**src/gun_status_pkg.sv**
```systemverilog
// Constants shared by the gun status and job loader
package gun_status_pkg;
  localparam int          JOB_BITS      = 9;
  localparam int          JOB_W         = 8;
  localparam logic [7:0]  JOB_MIN       = 8'h01;
  localparam logic [7:0]  JOB_MAX       = 8'hc7;
  localparam logic [7:0]  WEIGHT_TEN    = 8'h0a;
  localparam logic [7:0]  WEIGHT_HUNDRED = 8'h64;
  localparam int          CLK_HZ        = 25000000;
  localparam int          FREQ_MAX_HZ   = 1500;
  localparam int          GATE_MS       = 100;
  localparam int          GATE_CYCLES   = CLK_HZ / 1000 * GATE_MS;
  localparam int          AMP_RST_US    = 10;
  localparam int          AMP_RST_CYCLES = CLK_HZ / 1000000 * AMP_RST_US;
  localparam int          FLOW_FULL_CC  = 2000;
  localparam int          CMD_W         = 12;
  localparam int          CNT_W         = 16;
  localparam int          TOT_W         = 32;
  // AXI register byte addresses
  localparam logic [7:0]  ADDR_CTRL     = 8'h00;
  localparam logic [7:0]  ADDR_FAULT_EN = 8'h04;
  localparam logic [7:0]  ADDR_RPM_MAX  = 8'h08;
  localparam logic [7:0]  ADDR_SPEED    = 8'h0c;
  localparam logic [7:0]  ADDR_STATUS   = 8'h10;
  localparam logic [7:0]  ADDR_JOB      = 8'h14;
  localparam logic [7:0]  ADDR_FB_FREQ  = 8'h18;
  localparam logic [7:0]  ADDR_SOLV_TOT = 8'h1c;
  localparam logic [7:0]  ADDR_FLOW     = 8'h20;
  localparam logic [7:0]  ADDR_FAULT_IN = 8'h24;
  // Control register bits
  localparam int          CTRL_CFG_OK   = 0;
  localparam int          CTRL_MOTOR    = 1;
  localparam int          CTRL_POT_EXP  = 2;
  localparam int          CTRL_CLEAR    = 3;
  localparam int          CTRL_RUN      = 4;
  localparam logic [1:0]  RESP_OKAY     = 2'b00;
  localparam logic [1:0]  RESP_SLVERR   = 2'b10;
  typedef enum logic [1:0] {
    GUN_HALTED  = 2'b00,
    GUN_RUNNING = 2'b01,
    GUN_FAULTED = 2'b10
  } gun_state_e;
endpackage : gun_status_pkg

```
**src/gun_status_job_loader.sv**
```systemverilog
// Gun channel status outputs, pulse counters and job loader with AXI4-Lite registers
// Summary of operation
// - Fault output on while any fault is present, alarm enabled or not
// - Spray shutdown and flow stop only for faults whose alarm is enabled
// - Ready only when configured, valid job loaded and running; off on fault
// - Flush request on when the pot-life timer has expired
// - Motor-on output high while the motor is under active control
// - Clear-faults or halt pulse gives a brief amplifier-reset pulse
// - Frequency inputs measured correctly up to 1.5 kHz square waves
// - Pump flow rate derived from measured motor-feedback frequency
// - Solvent meter pulses counted into a running usage total
// - Speed command linear: zero gives 0 RPM, full scale gives maximum RPM
// - Actual-flow output proportional to flow, full scale 2000 cc/min
// - Strobe rising edge captures the job-number inputs into the queue
// - Job captured while halted or faulted becomes active at once
// - Job captured while running waits until the next halt or fault
// - Pending queue is one deep; a later capture overwrites it
// - Job number decoded from weights 1,2,4,8,10,20,40,80,100
// - Job inputs shared and ignored except at a strobe event
// - Job numbers lie from 1 to 199
`timescale 1ns/1ps
`default_nettype none
module gun_status_job_loader #(
  parameter int FAULTS      = 8,
  parameter int GATE_CYCLES = gun_status_pkg::GATE_CYCLES,
  parameter int AMP_CYCLES  = gun_status_pkg::AMP_RST_CYCLES
) (
  // Clock and reset
  input  wire logic                                  aclk,
  input  wire logic                                  aresetn,
  input  wire logic                                  clk_en,
  // AXI4-Lite write
  input  wire logic [7:0]                            s_axi_awaddr,
  input  wire logic                                  s_axi_awvalid,
  output logic                                       s_axi_awready,
  input  wire logic [31:0]                           s_axi_wdata,
  input  wire logic [3:0]                            s_axi_wstrb,
  input  wire logic                                  s_axi_wvalid,
  output logic                                       s_axi_wready,
  output logic [1:0]                                 s_axi_bresp,
  output logic                                       s_axi_bvalid,
  input  wire logic                                  s_axi_bready,
  // AXI4-Lite read
  input  wire logic [7:0]                            s_axi_araddr,
  input  wire logic                                  s_axi_arvalid,
  output logic                                       s_axi_arready,
  output logic [31:0]                                s_axi_rdata,
  output logic [1:0]                                 s_axi_rresp,
  output logic                                       s_axi_rvalid,
  input  wire logic                                  s_axi_rready,
  // Pins from outside
  input  wire logic [FAULTS-1:0]                     fault_cond,
  input  wire logic                                  halt_pulse,
  input  wire logic                                  gun_strobe,
  input  wire logic [gun_status_pkg::JOB_BITS-1:0]   job_in,
  input  wire logic                                  motor_fb,
  input  wire logic                                  solvent_pulse,
  // Status outputs
  output logic                                       fault_out,
  output logic                                       spray_shutdown,
  output logic                                       ready_out,
  output logic                                       flush_request,
  output logic                                       motor_on,
  output logic                                       amp_reset,
  output logic [gun_status_pkg::CMD_W-1:0]           speed_cmd,
  output logic [gun_status_pkg::CMD_W-1:0]           flow_out
);
  localparam int PIN_N = FAULTS + 4 + gun_status_pkg::JOB_BITS;
  localparam int CW = gun_status_pkg::CMD_W;
  localparam int NW = gun_status_pkg::CNT_W;
  localparam int TW = gun_status_pkg::TOT_W;
  localparam int JW = gun_status_pkg::JOB_W;

  // Three-stage synchronisers; change counts when stages two and three agree
  logic [PIN_N-1:0] s1_reg, s2_reg, s3_reg, pin_reg;
  always_ff @(posedge aclk) begin
    if (!aresetn) begin
      s1_reg  <= '0;
      s2_reg  <= '0;
      s3_reg  <= '0;
      pin_reg <= '0;
    end else if (clk_en) begin
      s1_reg <= {fault_cond, halt_pulse, gun_strobe, motor_fb, solvent_pulse, job_in};
      s2_reg <= s1_reg;
      s3_reg <= s2_reg;
      for (int i = 0; i < PIN_N; i++) begin
        if (s2_reg[i] == s3_reg[i]) begin
          pin_reg[i] <= s3_reg[i];
        end
      end
    end
  end
  logic [gun_status_pkg::JOB_BITS-1:0] job_s;
  logic                                solv_s, fb_s, strobe_s, halt_s;
  logic [FAULTS-1:0]                   flt_s;
  assign {flt_s, halt_s, strobe_s, fb_s, solv_s, job_s} = pin_reg;

  // Edge detect on synchronised pulses
  logic strobe_d, halt_d, fb_d, solv_d;
  always_ff @(posedge aclk) begin
    if (!aresetn) begin
      strobe_d <= 1'b0;
      halt_d   <= 1'b0;
      fb_d     <= 1'b0;
      solv_d   <= 1'b0;
    end else if (clk_en) begin
      strobe_d <= strobe_s;
      halt_d   <= halt_s;
      fb_d     <= fb_s;
      solv_d   <= solv_s;
    end
  end
  wire strobe_rise = strobe_s & ~strobe_d;
  wire halt_rise   = halt_s & ~halt_d;
  wire fb_rise     = fb_s & ~fb_d;
  wire solv_rise   = solv_s & ~solv_d;

  // Decimal-coded job number decode
  function automatic logic [7:0] job_decode(input logic [8:0] b);
    job_decode = {4'h0, b[3:0]}
               + gun_status_pkg::WEIGHT_TEN * {4'h0, b[7:4]}
               + (b[8] ? gun_status_pkg::WEIGHT_HUNDRED : 8'h00);
  endfunction : job_decode

  // Software registers
  logic [31:0]     ctrl_reg, fault_en_reg;
  logic [15:0]     rpm_max_reg;
  logic [CW-1:0]   speed_reg;
  logic            clear_pulse;
  wire  [FAULTS-1:0] fault_en = fault_en_reg[FAULTS-1:0];

  // Gun state and faults
  gun_status_pkg::gun_state_e state_reg;
  wire any_fault   = |flt_s;
  wire fault_stop  = |(flt_s & fault_en);
  wire run_req     = ctrl_reg[gun_status_pkg::CTRL_RUN];
  logic [JW-1:0] job_act_reg, job_pend_reg;
  logic          pend_reg;
  wire  job_ok = (job_act_reg >= gun_status_pkg::JOB_MIN) &&
                 (job_act_reg <= gun_status_pkg::JOB_MAX);
  wire  halt_evt = halt_rise | clear_pulse;
  wire  cfg_ok   = ctrl_reg[gun_status_pkg::CTRL_CFG_OK];

  always_ff @(posedge aclk) begin
    if (!aresetn) begin
      state_reg <= gun_status_pkg::GUN_HALTED;
    end else if (clk_en) begin
      unique case (state_reg)
        gun_status_pkg::GUN_HALTED: begin
          if (fault_stop) state_reg <= gun_status_pkg::GUN_FAULTED;
          else if (run_req && cfg_ok && job_ok) state_reg <= gun_status_pkg::GUN_RUNNING;
        end
        gun_status_pkg::GUN_RUNNING: begin
          if (fault_stop) state_reg <= gun_status_pkg::GUN_FAULTED;
          else if (halt_evt || !run_req) state_reg <= gun_status_pkg::GUN_HALTED;
        end
        gun_status_pkg::GUN_FAULTED: begin
          if (halt_evt && !fault_stop) state_reg <= gun_status_pkg::GUN_HALTED;
        end
        default: state_reg <= gun_status_pkg::GUN_HALTED;
      endcase
    end
  end
  wire running  = (state_reg == gun_status_pkg::GUN_RUNNING);
  wire leaving  = running && (fault_stop || halt_evt || !run_req);

  // Job queue
  always_ff @(posedge aclk) begin
    if (!aresetn) begin
      job_act_reg  <= '0;
      job_pend_reg <= '0;
      pend_reg     <= 1'b0;
    end else if (clk_en) begin
      if (strobe_rise) begin
        if (!running || leaving) begin
          job_act_reg <= job_decode(job_s);
          pend_reg    <= 1'b0;
        end else begin
          job_pend_reg <= job_decode(job_s);
          pend_reg     <= 1'b1;
        end
      end else if (pend_reg && leaving) begin
        job_act_reg <= job_pend_reg;
        pend_reg    <= 1'b0;
      end
    end
  end

  // Amplifier reset pulse
  logic [15:0] amp_cnt_reg;
  always_ff @(posedge aclk) begin
    if (!aresetn) begin
      amp_cnt_reg <= '0;
    end else if (clk_en) begin
      if (halt_evt) amp_cnt_reg <= 16'(AMP_CYCLES);
      else if (amp_cnt_reg != '0) amp_cnt_reg <= amp_cnt_reg - 16'h0001;
    end
  end

  // Frequency measurement and solvent totaliser
  logic [31:0] gate_reg;
  logic [NW-1:0] fb_cnt_reg, fb_freq_reg;
  logic [TW-1:0] solv_tot_reg;
  always_ff @(posedge aclk) begin
    if (!aresetn) begin
      gate_reg    <= '0;
      fb_cnt_reg  <= '0;
      fb_freq_reg <= '0;
    end else if (clk_en) begin
      if (gate_reg == 32'(GATE_CYCLES - 1)) begin
        gate_reg    <= '0;
        fb_freq_reg <= fb_cnt_reg + NW'(fb_rise);
        fb_cnt_reg  <= '0;
      end else begin
        gate_reg   <= gate_reg + 32'h1;
        fb_cnt_reg <= fb_cnt_reg + NW'(fb_rise);
      end
    end
  end
  always_ff @(posedge aclk) begin
    if (!aresetn) solv_tot_reg <= '0;
    else if (clk_en && solv_rise) solv_tot_reg <= solv_tot_reg + TW'(1);
  end

  // Flow in cc/min from feedback count, clamped to full scale
  logic [CW-1:0] flow_cc;
  always_comb begin
    if (fb_freq_reg >= NW'(gun_status_pkg::FLOW_FULL_CC)) flow_cc = CW'(gun_status_pkg::FLOW_FULL_CC);
    else flow_cc = fb_freq_reg[CW-1:0];
  end

  // Output flops
  always_ff @(posedge aclk) begin
    if (!aresetn) begin
      fault_out      <= 1'b0;
      spray_shutdown <= 1'b0;
      ready_out      <= 1'b0;
      flush_request  <= 1'b0;
      motor_on       <= 1'b0;
      amp_reset      <= 1'b0;
      speed_cmd      <= '0;
      flow_out       <= '0;
    end else if (clk_en) begin
      fault_out      <= any_fault;
      spray_shutdown <= fault_stop;
      ready_out      <= running && cfg_ok && job_ok && !any_fault;
      flush_request  <= ctrl_reg[gun_status_pkg::CTRL_POT_EXP];
      motor_on       <= ctrl_reg[gun_status_pkg::CTRL_MOTOR] && running;
      amp_reset      <= (amp_cnt_reg != '0);
      speed_cmd      <= running ? speed_reg : '0;
      flow_out       <= CW'((32'(flow_cc) * ((32'h1 << CW) - 32'h1))
                        / 32'(gun_status_pkg::FLOW_FULL_CC));
    end
  end

  // AXI4-Lite write channel
  logic [7:0]  aw_addr_reg;
  logic        aw_have, w_have;
  logic [31:0] w_data_reg;
  logic [3:0]  w_strb_reg;
  always_ff @(posedge aclk) begin
    if (!aresetn) begin
      aw_have <= 1'b0;
      w_have  <= 1'b0;
      aw_addr_reg <= '0;
      w_data_reg  <= '0;
      w_strb_reg  <= '0;
      s_axi_awready <= 1'b0;
      s_axi_wready  <= 1'b0;
      s_axi_bvalid  <= 1'b0;
      s_axi_bresp   <= gun_status_pkg::RESP_OKAY;
    end else if (clk_en) begin
      s_axi_awready <= !aw_have && !s_axi_awready && !s_axi_bvalid && s_axi_awvalid;
      s_axi_wready  <= !w_have && !s_axi_wready && !s_axi_bvalid && s_axi_wvalid;
      if (s_axi_awvalid && s_axi_awready) begin
        aw_have     <= 1'b1;
        aw_addr_reg <= s_axi_awaddr;
      end
      if (s_axi_wvalid && s_axi_wready) begin
        w_have     <= 1'b1;
        w_data_reg <= s_axi_wdata;
        w_strb_reg <= s_axi_wstrb;
      end
      if (aw_have && w_have && !s_axi_bvalid) begin
        aw_have      <= 1'b0;
        w_have       <= 1'b0;
        s_axi_bvalid <= 1'b1;
        s_axi_bresp  <= (aw_addr_reg <= gun_status_pkg::ADDR_SPEED && aw_addr_reg[1:0] == 2'b00)
                        ? gun_status_pkg::RESP_OKAY : gun_status_pkg::RESP_SLVERR;
      end else if (s_axi_bvalid && s_axi_bready) begin
        s_axi_bvalid <= 1'b0;
      end
    end
  end
  wire wr_do = clk_en && aw_have && w_have && !s_axi_bvalid;

  function automatic logic [31:0] merge(input logic [31:0] old, input logic [31:0] d,
                                        input logic [3:0] s);
    for (int i = 0; i < 4; i++) begin
      old[8*i +: 8] = s[i] ? d[8*i +: 8] : old[8*i +: 8];
    end
    merge = old;
  endfunction : merge

  always_ff @(posedge aclk) begin
    if (!aresetn) begin
      ctrl_reg     <= '0;
      fault_en_reg <= '0;
      rpm_max_reg  <= '0;
      speed_reg    <= '0;
      clear_pulse  <= 1'b0;
    end else if (clk_en) begin
      clear_pulse <= 1'b0;
      if (wr_do) begin
        unique case (aw_addr_reg)
          gun_status_pkg::ADDR_CTRL: begin
            ctrl_reg    <= merge(ctrl_reg, w_data_reg, w_strb_reg) & 32'hfffffff7;
            clear_pulse <= w_strb_reg[0] && w_data_reg[gun_status_pkg::CTRL_CLEAR];
          end
          gun_status_pkg::ADDR_FAULT_EN: fault_en_reg <= merge(fault_en_reg, w_data_reg, w_strb_reg);
          gun_status_pkg::ADDR_RPM_MAX: rpm_max_reg <= w_data_reg[15:0];
          gun_status_pkg::ADDR_SPEED: speed_reg <= w_data_reg[CW-1:0];
          default: ;
        endcase
      end
    end
  end

  // AXI4-Lite read channel
  function automatic logic [31:0] rd_mux(input logic [7:0] a);
    unique case (a)
      gun_status_pkg::ADDR_CTRL:     rd_mux = ctrl_reg;
      gun_status_pkg::ADDR_FAULT_EN: rd_mux = fault_en_reg;
      gun_status_pkg::ADDR_RPM_MAX:  rd_mux = {16'h0000, rpm_max_reg};
      gun_status_pkg::ADDR_SPEED:    rd_mux = 32'(speed_reg);
      gun_status_pkg::ADDR_STATUS:   rd_mux = {24'h0, pend_reg, 1'b0, state_reg, ready_out,
                                               spray_shutdown, fault_out, amp_reset};
      gun_status_pkg::ADDR_JOB:      rd_mux = {16'h0, job_pend_reg, job_act_reg};
      gun_status_pkg::ADDR_FB_FREQ:  rd_mux = 32'(fb_freq_reg);
      gun_status_pkg::ADDR_SOLV_TOT: rd_mux = 32'(solv_tot_reg);
      gun_status_pkg::ADDR_FLOW:     rd_mux = 32'(flow_cc);
      gun_status_pkg::ADDR_FAULT_IN: rd_mux = 32'(flt_s);
      default:                       rd_mux = 32'h0;
    endcase
  endfunction : rd_mux

  always_ff @(posedge aclk) begin
    if (!aresetn) begin
      s_axi_arready <= 1'b0;
      s_axi_rvalid  <= 1'b0;
      s_axi_rdata   <= '0;
      s_axi_rresp   <= gun_status_pkg::RESP_OKAY;
    end else if (clk_en) begin
      s_axi_arready <= s_axi_arvalid && !s_axi_arready && !s_axi_rvalid;
      if (s_axi_arvalid && s_axi_arready) begin
        s_axi_rvalid <= 1'b1;
        s_axi_rdata  <= rd_mux(s_axi_araddr);
        s_axi_rresp  <= (s_axi_araddr <= gun_status_pkg::ADDR_FAULT_IN && s_axi_araddr[1:0] == 2'b00)
                        ? gun_status_pkg::RESP_OKAY : gun_status_pkg::RESP_SLVERR;
      end else if (s_axi_rvalid && s_axi_rready) begin
        s_axi_rvalid <= 1'b0;
      end
    end
  end
endmodule : gun_status_job_loader
`default_nettype wire

```
**config.mk**
```make
export PLATFORM = sky130hd
export DESIGN_NAME = gun_status_job_loader
export DESIGN_NICKNAME = d
export VERILOG_FILES = /design/src/gun_status_pkg.sv /design/src/gun_status_job_loader.sv
export SDC_FILE = /design/constraint.sdc
export NUM_CORES = 1
export LEC_CHECK = 0
export BUFFER_PORTS_ARGS = -buffer_cell sky130_fd_sc_hd__buf_2
export CAP_MARGIN = 0
export CORE_UTILIZATION = 58
export CTS_CLUSTER_SIZE = 20
export DETAILED_ROUTE_END_ITERATION = 10
export PLACE_DENSITY = 0.83
export SYNTH_ARGS = -nofsm -noshare
export SYNTH_HDL_FRONTEND = slang
export SYNTH_SLANG_ARGS = --single-unit
```
**constraint.sdc**
```tcl
create_clock -name aclk -period 18.7 [get_ports aclk]
set_clock_uncertainty 0.05 [all_clocks]
set_input_delay 3.74 -clock aclk [delete_from_list [all_inputs] [get_ports aclk]]
set_output_delay 3.74 -clock aclk [all_outputs]
set_load 0.01 [all_outputs]
```
==> Yosys cells after proc, flatten, opt, wreduce, memory -nomap -nowiden <==
Cells that the tools add are included.
{ "word_totals": {"register_bits": 428, "wordCells": 272} }
{ "op_classes": {"n_addsub": 6, "mul": 2, "n_div": 1, "order_cmp": 5, "eq_ne": 40, "mux": 32, "bitwise_logic": 11, "n_reduce_logical": 106} }
{ "ops": {"columns": ["operator", "count"], "rows": [
  ["$pmux W32 S10", 1],
  ["$add A32 B1 Y32 const B", 2],
  ["$reduce_and A2 Y1", 32],
  ["$mux W16", 3],
  ["$reduce_and A4 Y1", 9],
  ["$div A24 B11 Y32 const B", 1],
  ["$eq A32 B22 Y1 const B", 1],
  ["$eq A8 B4 Y1 const B", 4],
  ["$eq A8 B5 Y1 const B", 4],
  ["$logic_and A1 B1 Y1", 32],
  ["$mux W32", 1],
  ["$mul A12 B12 Y24 const B", 1],
  ["$mux W12", 2],
  ["$mux W8", 3],
  ["$eq A1 B1 Y1", 21],
  ["$add A16 B1 Y16", 1],
  ["$eq A8 B3 Y1 const B", 2],
  ["$eq A8 B6 Y1 const B", 2],
  ["$ge A16 B11 Y1 const B", 1],
  ["$logic_not A8 Y1", 2],
  ["$reduce_bool A16 Y1", 1],
  ["$reduce_or A8 Y1", 2],
  ["$sub A16 B1 Y16 const B", 1],
  ["$mux W2", 7],
  ["other kinds (25)", 67]
]} }

==> Depth between registers and ports, before layout <==
{ "logic_depth": {"ltp_word": 9, "depth_mapped": 63, "mapped_depth_nobuf": 51} }

==> Worst setup path before layout <==
No wires, ideal clock.
{ "synth_timing": {"kind": "reg2reg", "start": "register fb_freq_reg[11]", "end": "register flow_out[0] (netlist bit)", "arrival_time_ps": 14490, "required_ps": 18554, "setup_slack_ps": 4064, "path_stages_with_launch": 56, "cell_sequence": "dfxtp_1 > or4_1 > or2_2 > clkbuf_1 > nor2_1 > nand2_1 > fa_1 > inv_1 > fa_1 > fa_1 > fa_1 > inv_1 > fa_1 > inv_1 > ha_1 > buf_2 > a21oi_1 > o21ai_0 > (+20 left out) > or4_4 > a22oi_2 > o211ai_1 > a2bb2oi_2 > buf_2 > nand3_1 > and4_1 > buf_2 > nand4b_1 > mux2i_1 > o221a_2 > a22o_1 > buf_6 > mux2_4 > o211ai_2 > a31oi_1 > mux2_4 > o41ai_2"} }
{ "synth_between": {"elab_chain_len": 4} }
{ "synth_rtl": {"columns": ["element", "line", "source"], "rows": [
  ["start, declared", "gun_status_job_loader.sv:202", "logic [NW-1:0] fb_cnt_reg, fb_freq_reg;"],
  ["start signal, assigned", "gun_status_job_loader.sv:212", "fb_freq_reg <= fb_cnt_reg + NW'(fb_rise);"],
  ["$ge A16 B11 Y1", "gun_status_job_loader.sv:228", "if (fb_freq_reg >= NW'(gun_status_pkg::FLOW_FULL_CC)) flow_cc = CW'(gun_status_pkg::FLOW_FULL_CC);"],
  ["$mux W12 *", "gun_status_job_loader.sv:228", null],
  ["$mul A12 B12 Y24 *", "gun_status_job_loader.sv:251", "flow_out <= CW'((32'(flow_cc) * ((32'h1 << CW) - 32'h1))"],
  ["$div A24 B11 Y32 *", "gun_status_job_loader.sv:252", "/ 32'(gun_status_pkg::FLOW_FULL_CC));"],
  ["end signal, assigned", "gun_status_job_loader.sv:251", null],
  ["end, declared", "gun_status_job_loader.sv:66", "output logic [gun_status_pkg::CMD_W-1:0] flow_out"]
]} }
Every way passes the cells marked *; elsewhere a longest branch is shown, timed or not.
A chain may end at the register's enable or synchronous reset.

==> Worst setup path after layout <==
Ends and elaborated chain as after synthesis.

==> flow_metrics.py <==
metrics = {
    "placed_design": {
        "post-dp-hpwl_mm": 49.7,
        "place_congestion": 0.979,
        "numPortBuffers": 149,
        "dpl_cell_area_um2": 25800,
        "dp_cells": 3518,
        "pre_cts_slack_ns": 1.57,
    },
    "worst_setup_path": {
        "reg2reg_from": "fb_freq_reg[11]",
        "crit_required_ns": 19.13,
        "crit_start": "fb_freq_reg[11]",
        "cp-end-kind": "flop",
        "cpMaxStageDelayCell": "mux2i_1",
        "cp_num_cells": 50,
        "reg2reg_depth": 50,
        "max_stage_delay_ns": 0.91,
        "cp_max_fo": 13,
        "timing.rr.end": "flow_out[0]",
        "reg2reg_slack_ns": 1.19,
        "critical_path_buf_inv_count": 5,
        "path_delay_family": "compound AO/OA/AOI/OAI gates",
        "cp_data_arrival_time_ns": 17.94,
        "start_kind": "flop",
        "cp-endpoint": "flow_out[0]",
        "path_class": "reg -> reg",
    },
    "synthesis": {
        "synthCells": 2963,
        "synth_cell_types": 110,
        "yosysSeqAreaShare_pct": 34.3,
        "synthesis.area_um2": 24900,
        "ys_dominant_reg_cell": "dfxtp_1",
        "synth-edff-count": 0,
        "ys_ff_latch": 426,
        "yosys.cell_count.top_type": "nor2_1",
        "synth_top_area_share_pct": 34.3,
        "synth_top_area_cell": "dfxtp_1",
        "yosysWarnings": 0,
        "synth_area_leaders": "dfxtp_1 (34%), mux2i_1 (7.5%), nor2_1 (6.8%), fa_1 (5.6%), a21oi_1 (4.5%)",
        "synth_area_per_cell_um2": 8.39,
        "synth_commonest_cells": "nor2_1 (452), dfxtp_1 (426), nand2_1 (281)",
        "async_reset_ff_share_pct": 0,
    },
    "power_and_ir_drop": {
        "switching_share_pct": 32.7,
        "power_leakage_nw": 11.4,
        "total_power_mw": 2.54,
        "seqPwrFrac_pct": 37.8,
        "p_per_area_nw_per_um2": 92.8,
        "power_frac_comb_pct": 27.2,
        "p_switching_mw": 0.828,
        "ir_drop_mv": 0.0815,
        "clockPowerShare_pct": 35.0,
        "p_int_mw": 1.71,
    },
    "clock_tree": {
        "cts.sinks": 426,
        "cts_setup_buffers": 0,
        "post_cts_resized": 0,
        "clk_path_buf_depth": 3,
        "numCtsBuffers": 44,
        "cts_tree": "done",
        "cts_root_buffer": "clkbuf_16",
        "clkTransAtPathRegs_ns": 0.06,
        "postCtsHoldBufs": 0,
        "clkLatencyLatePin_ns": 0.58,
        "h-tree-depth": 2,
    },
    "floorplanning": {
        "die_x_um": 209,
        "pin_count": 152,
        "initial_core_util_pct": 59.0,
        "rows": 75,
        "core_um2": 42100,
        "die-area_um2": 43700,
        "die_h_um": 209,
    },
    "grt": {
        "grt_overflow": 0,
        "antenna_found_initial": 2,
        "grt_pass1_wl_mm": 110,
        "grt_pass1_vias": 21500,
        "grt_max_degree": 156,
        "grt.total_usage_pct": 30.6,
    },
    "run_status": {
        "outcome": "completed",
    },
    "sta": {
        "min_period_ns": 17.51,
        "finalSetupViolCount": 0,
        "fmax_mhz": 57.1,
        "setup_tns_ns": 0,
        "hold_viol": 0,
        "slew_headroom_pct": 10.4,
        "hold_ws_ns": 0.410,
        "layout_setup_ws_ns": 1.19,
        "rsz0062_at_grt": "no",
        "tightest_slew_ns": 1.34,
        "finalCritPeriodShare_pct": 93.6,
        "slew_viol_final": 0,
    },
    "detailed_routing": {
        "totalWireLength_mm": 68.3,
        "wl_per_cell_um": 19.0,
        "drt-initial-drc-count": 2182,
        "first_pass_iters": 7,
        "antenna_left": 0,
        "vias": 22500,
        "route.detailed.drc": 0,
        "route.detailed.vias_per_inst": 6.26,
    },
    "min_path": {
        "min_path_type": "reg -> reg",
    },
    "layout": {
        "num_antenna_cells": 0,
        "n_fill_cell": 3371,
        "multi_input_area_um2": 15200,
        "postLayoutCellArea_um2": 27300,
        "fin_util_pct": 64.8,
        "nNetsFinal": 3247,
        "layoutNonFillerInstCount": 3599,
        "ff_latch_area_um2": 8530,
        "area_growth_pct": 9.80,
        "drive_above_1_share_pct": 10.5,
    },
    "flow_run": {
        "maxCapViolCount": 0,
    },
}
cell families after synthesis:
logic type	count (synthesis)	share of synthesized area (%)
multiplexers	203	8.35
AND/OR/NAND/NOR	1066	19.6
adder cells (fa/ha/maj)	142	9.25
AO/OA/AOI/OAI	699	19.1
XOR/XNOR	136	4.82
flip-flops	426	34.3
buffers and inverters	289	4.56
other	2	0.0302
placed cells by master, fill, tap and decap left out, drive strengths merged, types with 12 or more instances in the layout:
| master | netlist | routed |
|---|---|---|
| nor2 | 453 | 453 |
| dfxtp | 426 | 426 |
| nand2 | 282 | 282 |
| a21oi | 231 | 231 |
| mux2i | 188 | 188 |
| buf | 31 | 165 |
| inv | 132 | 137 |
| o21ai | 121 | 121 |
| nand3 | 84 | 84 |
| xor2 | 73 | 73 |
| ha | 71 | 71 |
| fa | 70 | 70 |
| xnor2 | 63 | 63 |
| clkbuf | 125 | 61 |
| a211oi | 47 | 47 |
| nor3 | 40 | 40 |
| a21o | 38 | 38 |
| a22oi | 37 | 37 |
| and3 | 36 | 36 |
| a222oi | 26 | 26 |
| a31oi | 26 | 26 |
| o211ai | 26 | 26 |
| and2 | 24 | 24 |
| nand4 | 24 | 24 |
| or3 | 19 | 19 |
| nor4 | 19 | 19 |
| or2 | 16 | 16 |
| and4 | 15 | 15 |
| mux2 | 15 | 15 |
| a22o | 13 | 13 |
| o21a | 12 | 12 |
| a221oi | 12 | 12 |
worst register-to-register path, delay by kind of cell (launching register included):
family,cells,cell delay [ns]
compound gates,17,5.30
fa+ha+maj,6,3.17
buf+inv,5,0.34
flops,1,0.33
mux,7,3.21
simple gates,15,5.02
how the worst min path moves through the flow:
stage	from	end	slack, ns	cells after the start
3_5_place_dp	aw_addr_reg[4]	aw_addr_reg[4]	0.40	2
2_1_floorplan	s3_reg[20]	pin_reg[20]	0.39	2
3_3_place_gp	aw_addr_reg[7]	aw_addr_reg[7]	0.39	2
6_report	aw_addr_reg[6]	aw_addr_reg[6]	0.41	2
4_1_cts	aw_addr_reg[4]	aw_addr_reg[4]	0.41	2
5_1_grt	aw_addr_reg[4]	aw_addr_reg[4]	0.43	2
power groups by stage:
| stage | combinational (mW) | clock, mW | sequential [mW] |
|---|---|---|---|
| finish | 0.690 | 0.887 | 0.958 |
| global route | 0.746 | 0.935 | 0.961 |
| CTS | 0.673 | 0.898 | 0.957 |
| detailed placement | 0.668 | 0 | 0.977 |
| global placement | 0.658 | 0 | 0.975 |
| floorplan | 0.533 | 0 | 0.974 |
cell type report:
type                    count  share of cell area, %
multi-input cells        2255                   55.8
flip-flops and latches    426                   31.2
clock buffers              61                   4.60
repair buffers            165                   3.19
well taps                 539                   2.47
inverters                 133                   1.86
clock inverters            20                  0.816
layer usage:
metal,GRT usage (%),up-vias,wire (um)
met5,0,-,27
met4,11.5,4,2310
met3,6.36,144,5630
met2,49.2,905,31000
met1,40.5,10800,29400
li1,-,10600,-
(Power assumes the default switching activity.)
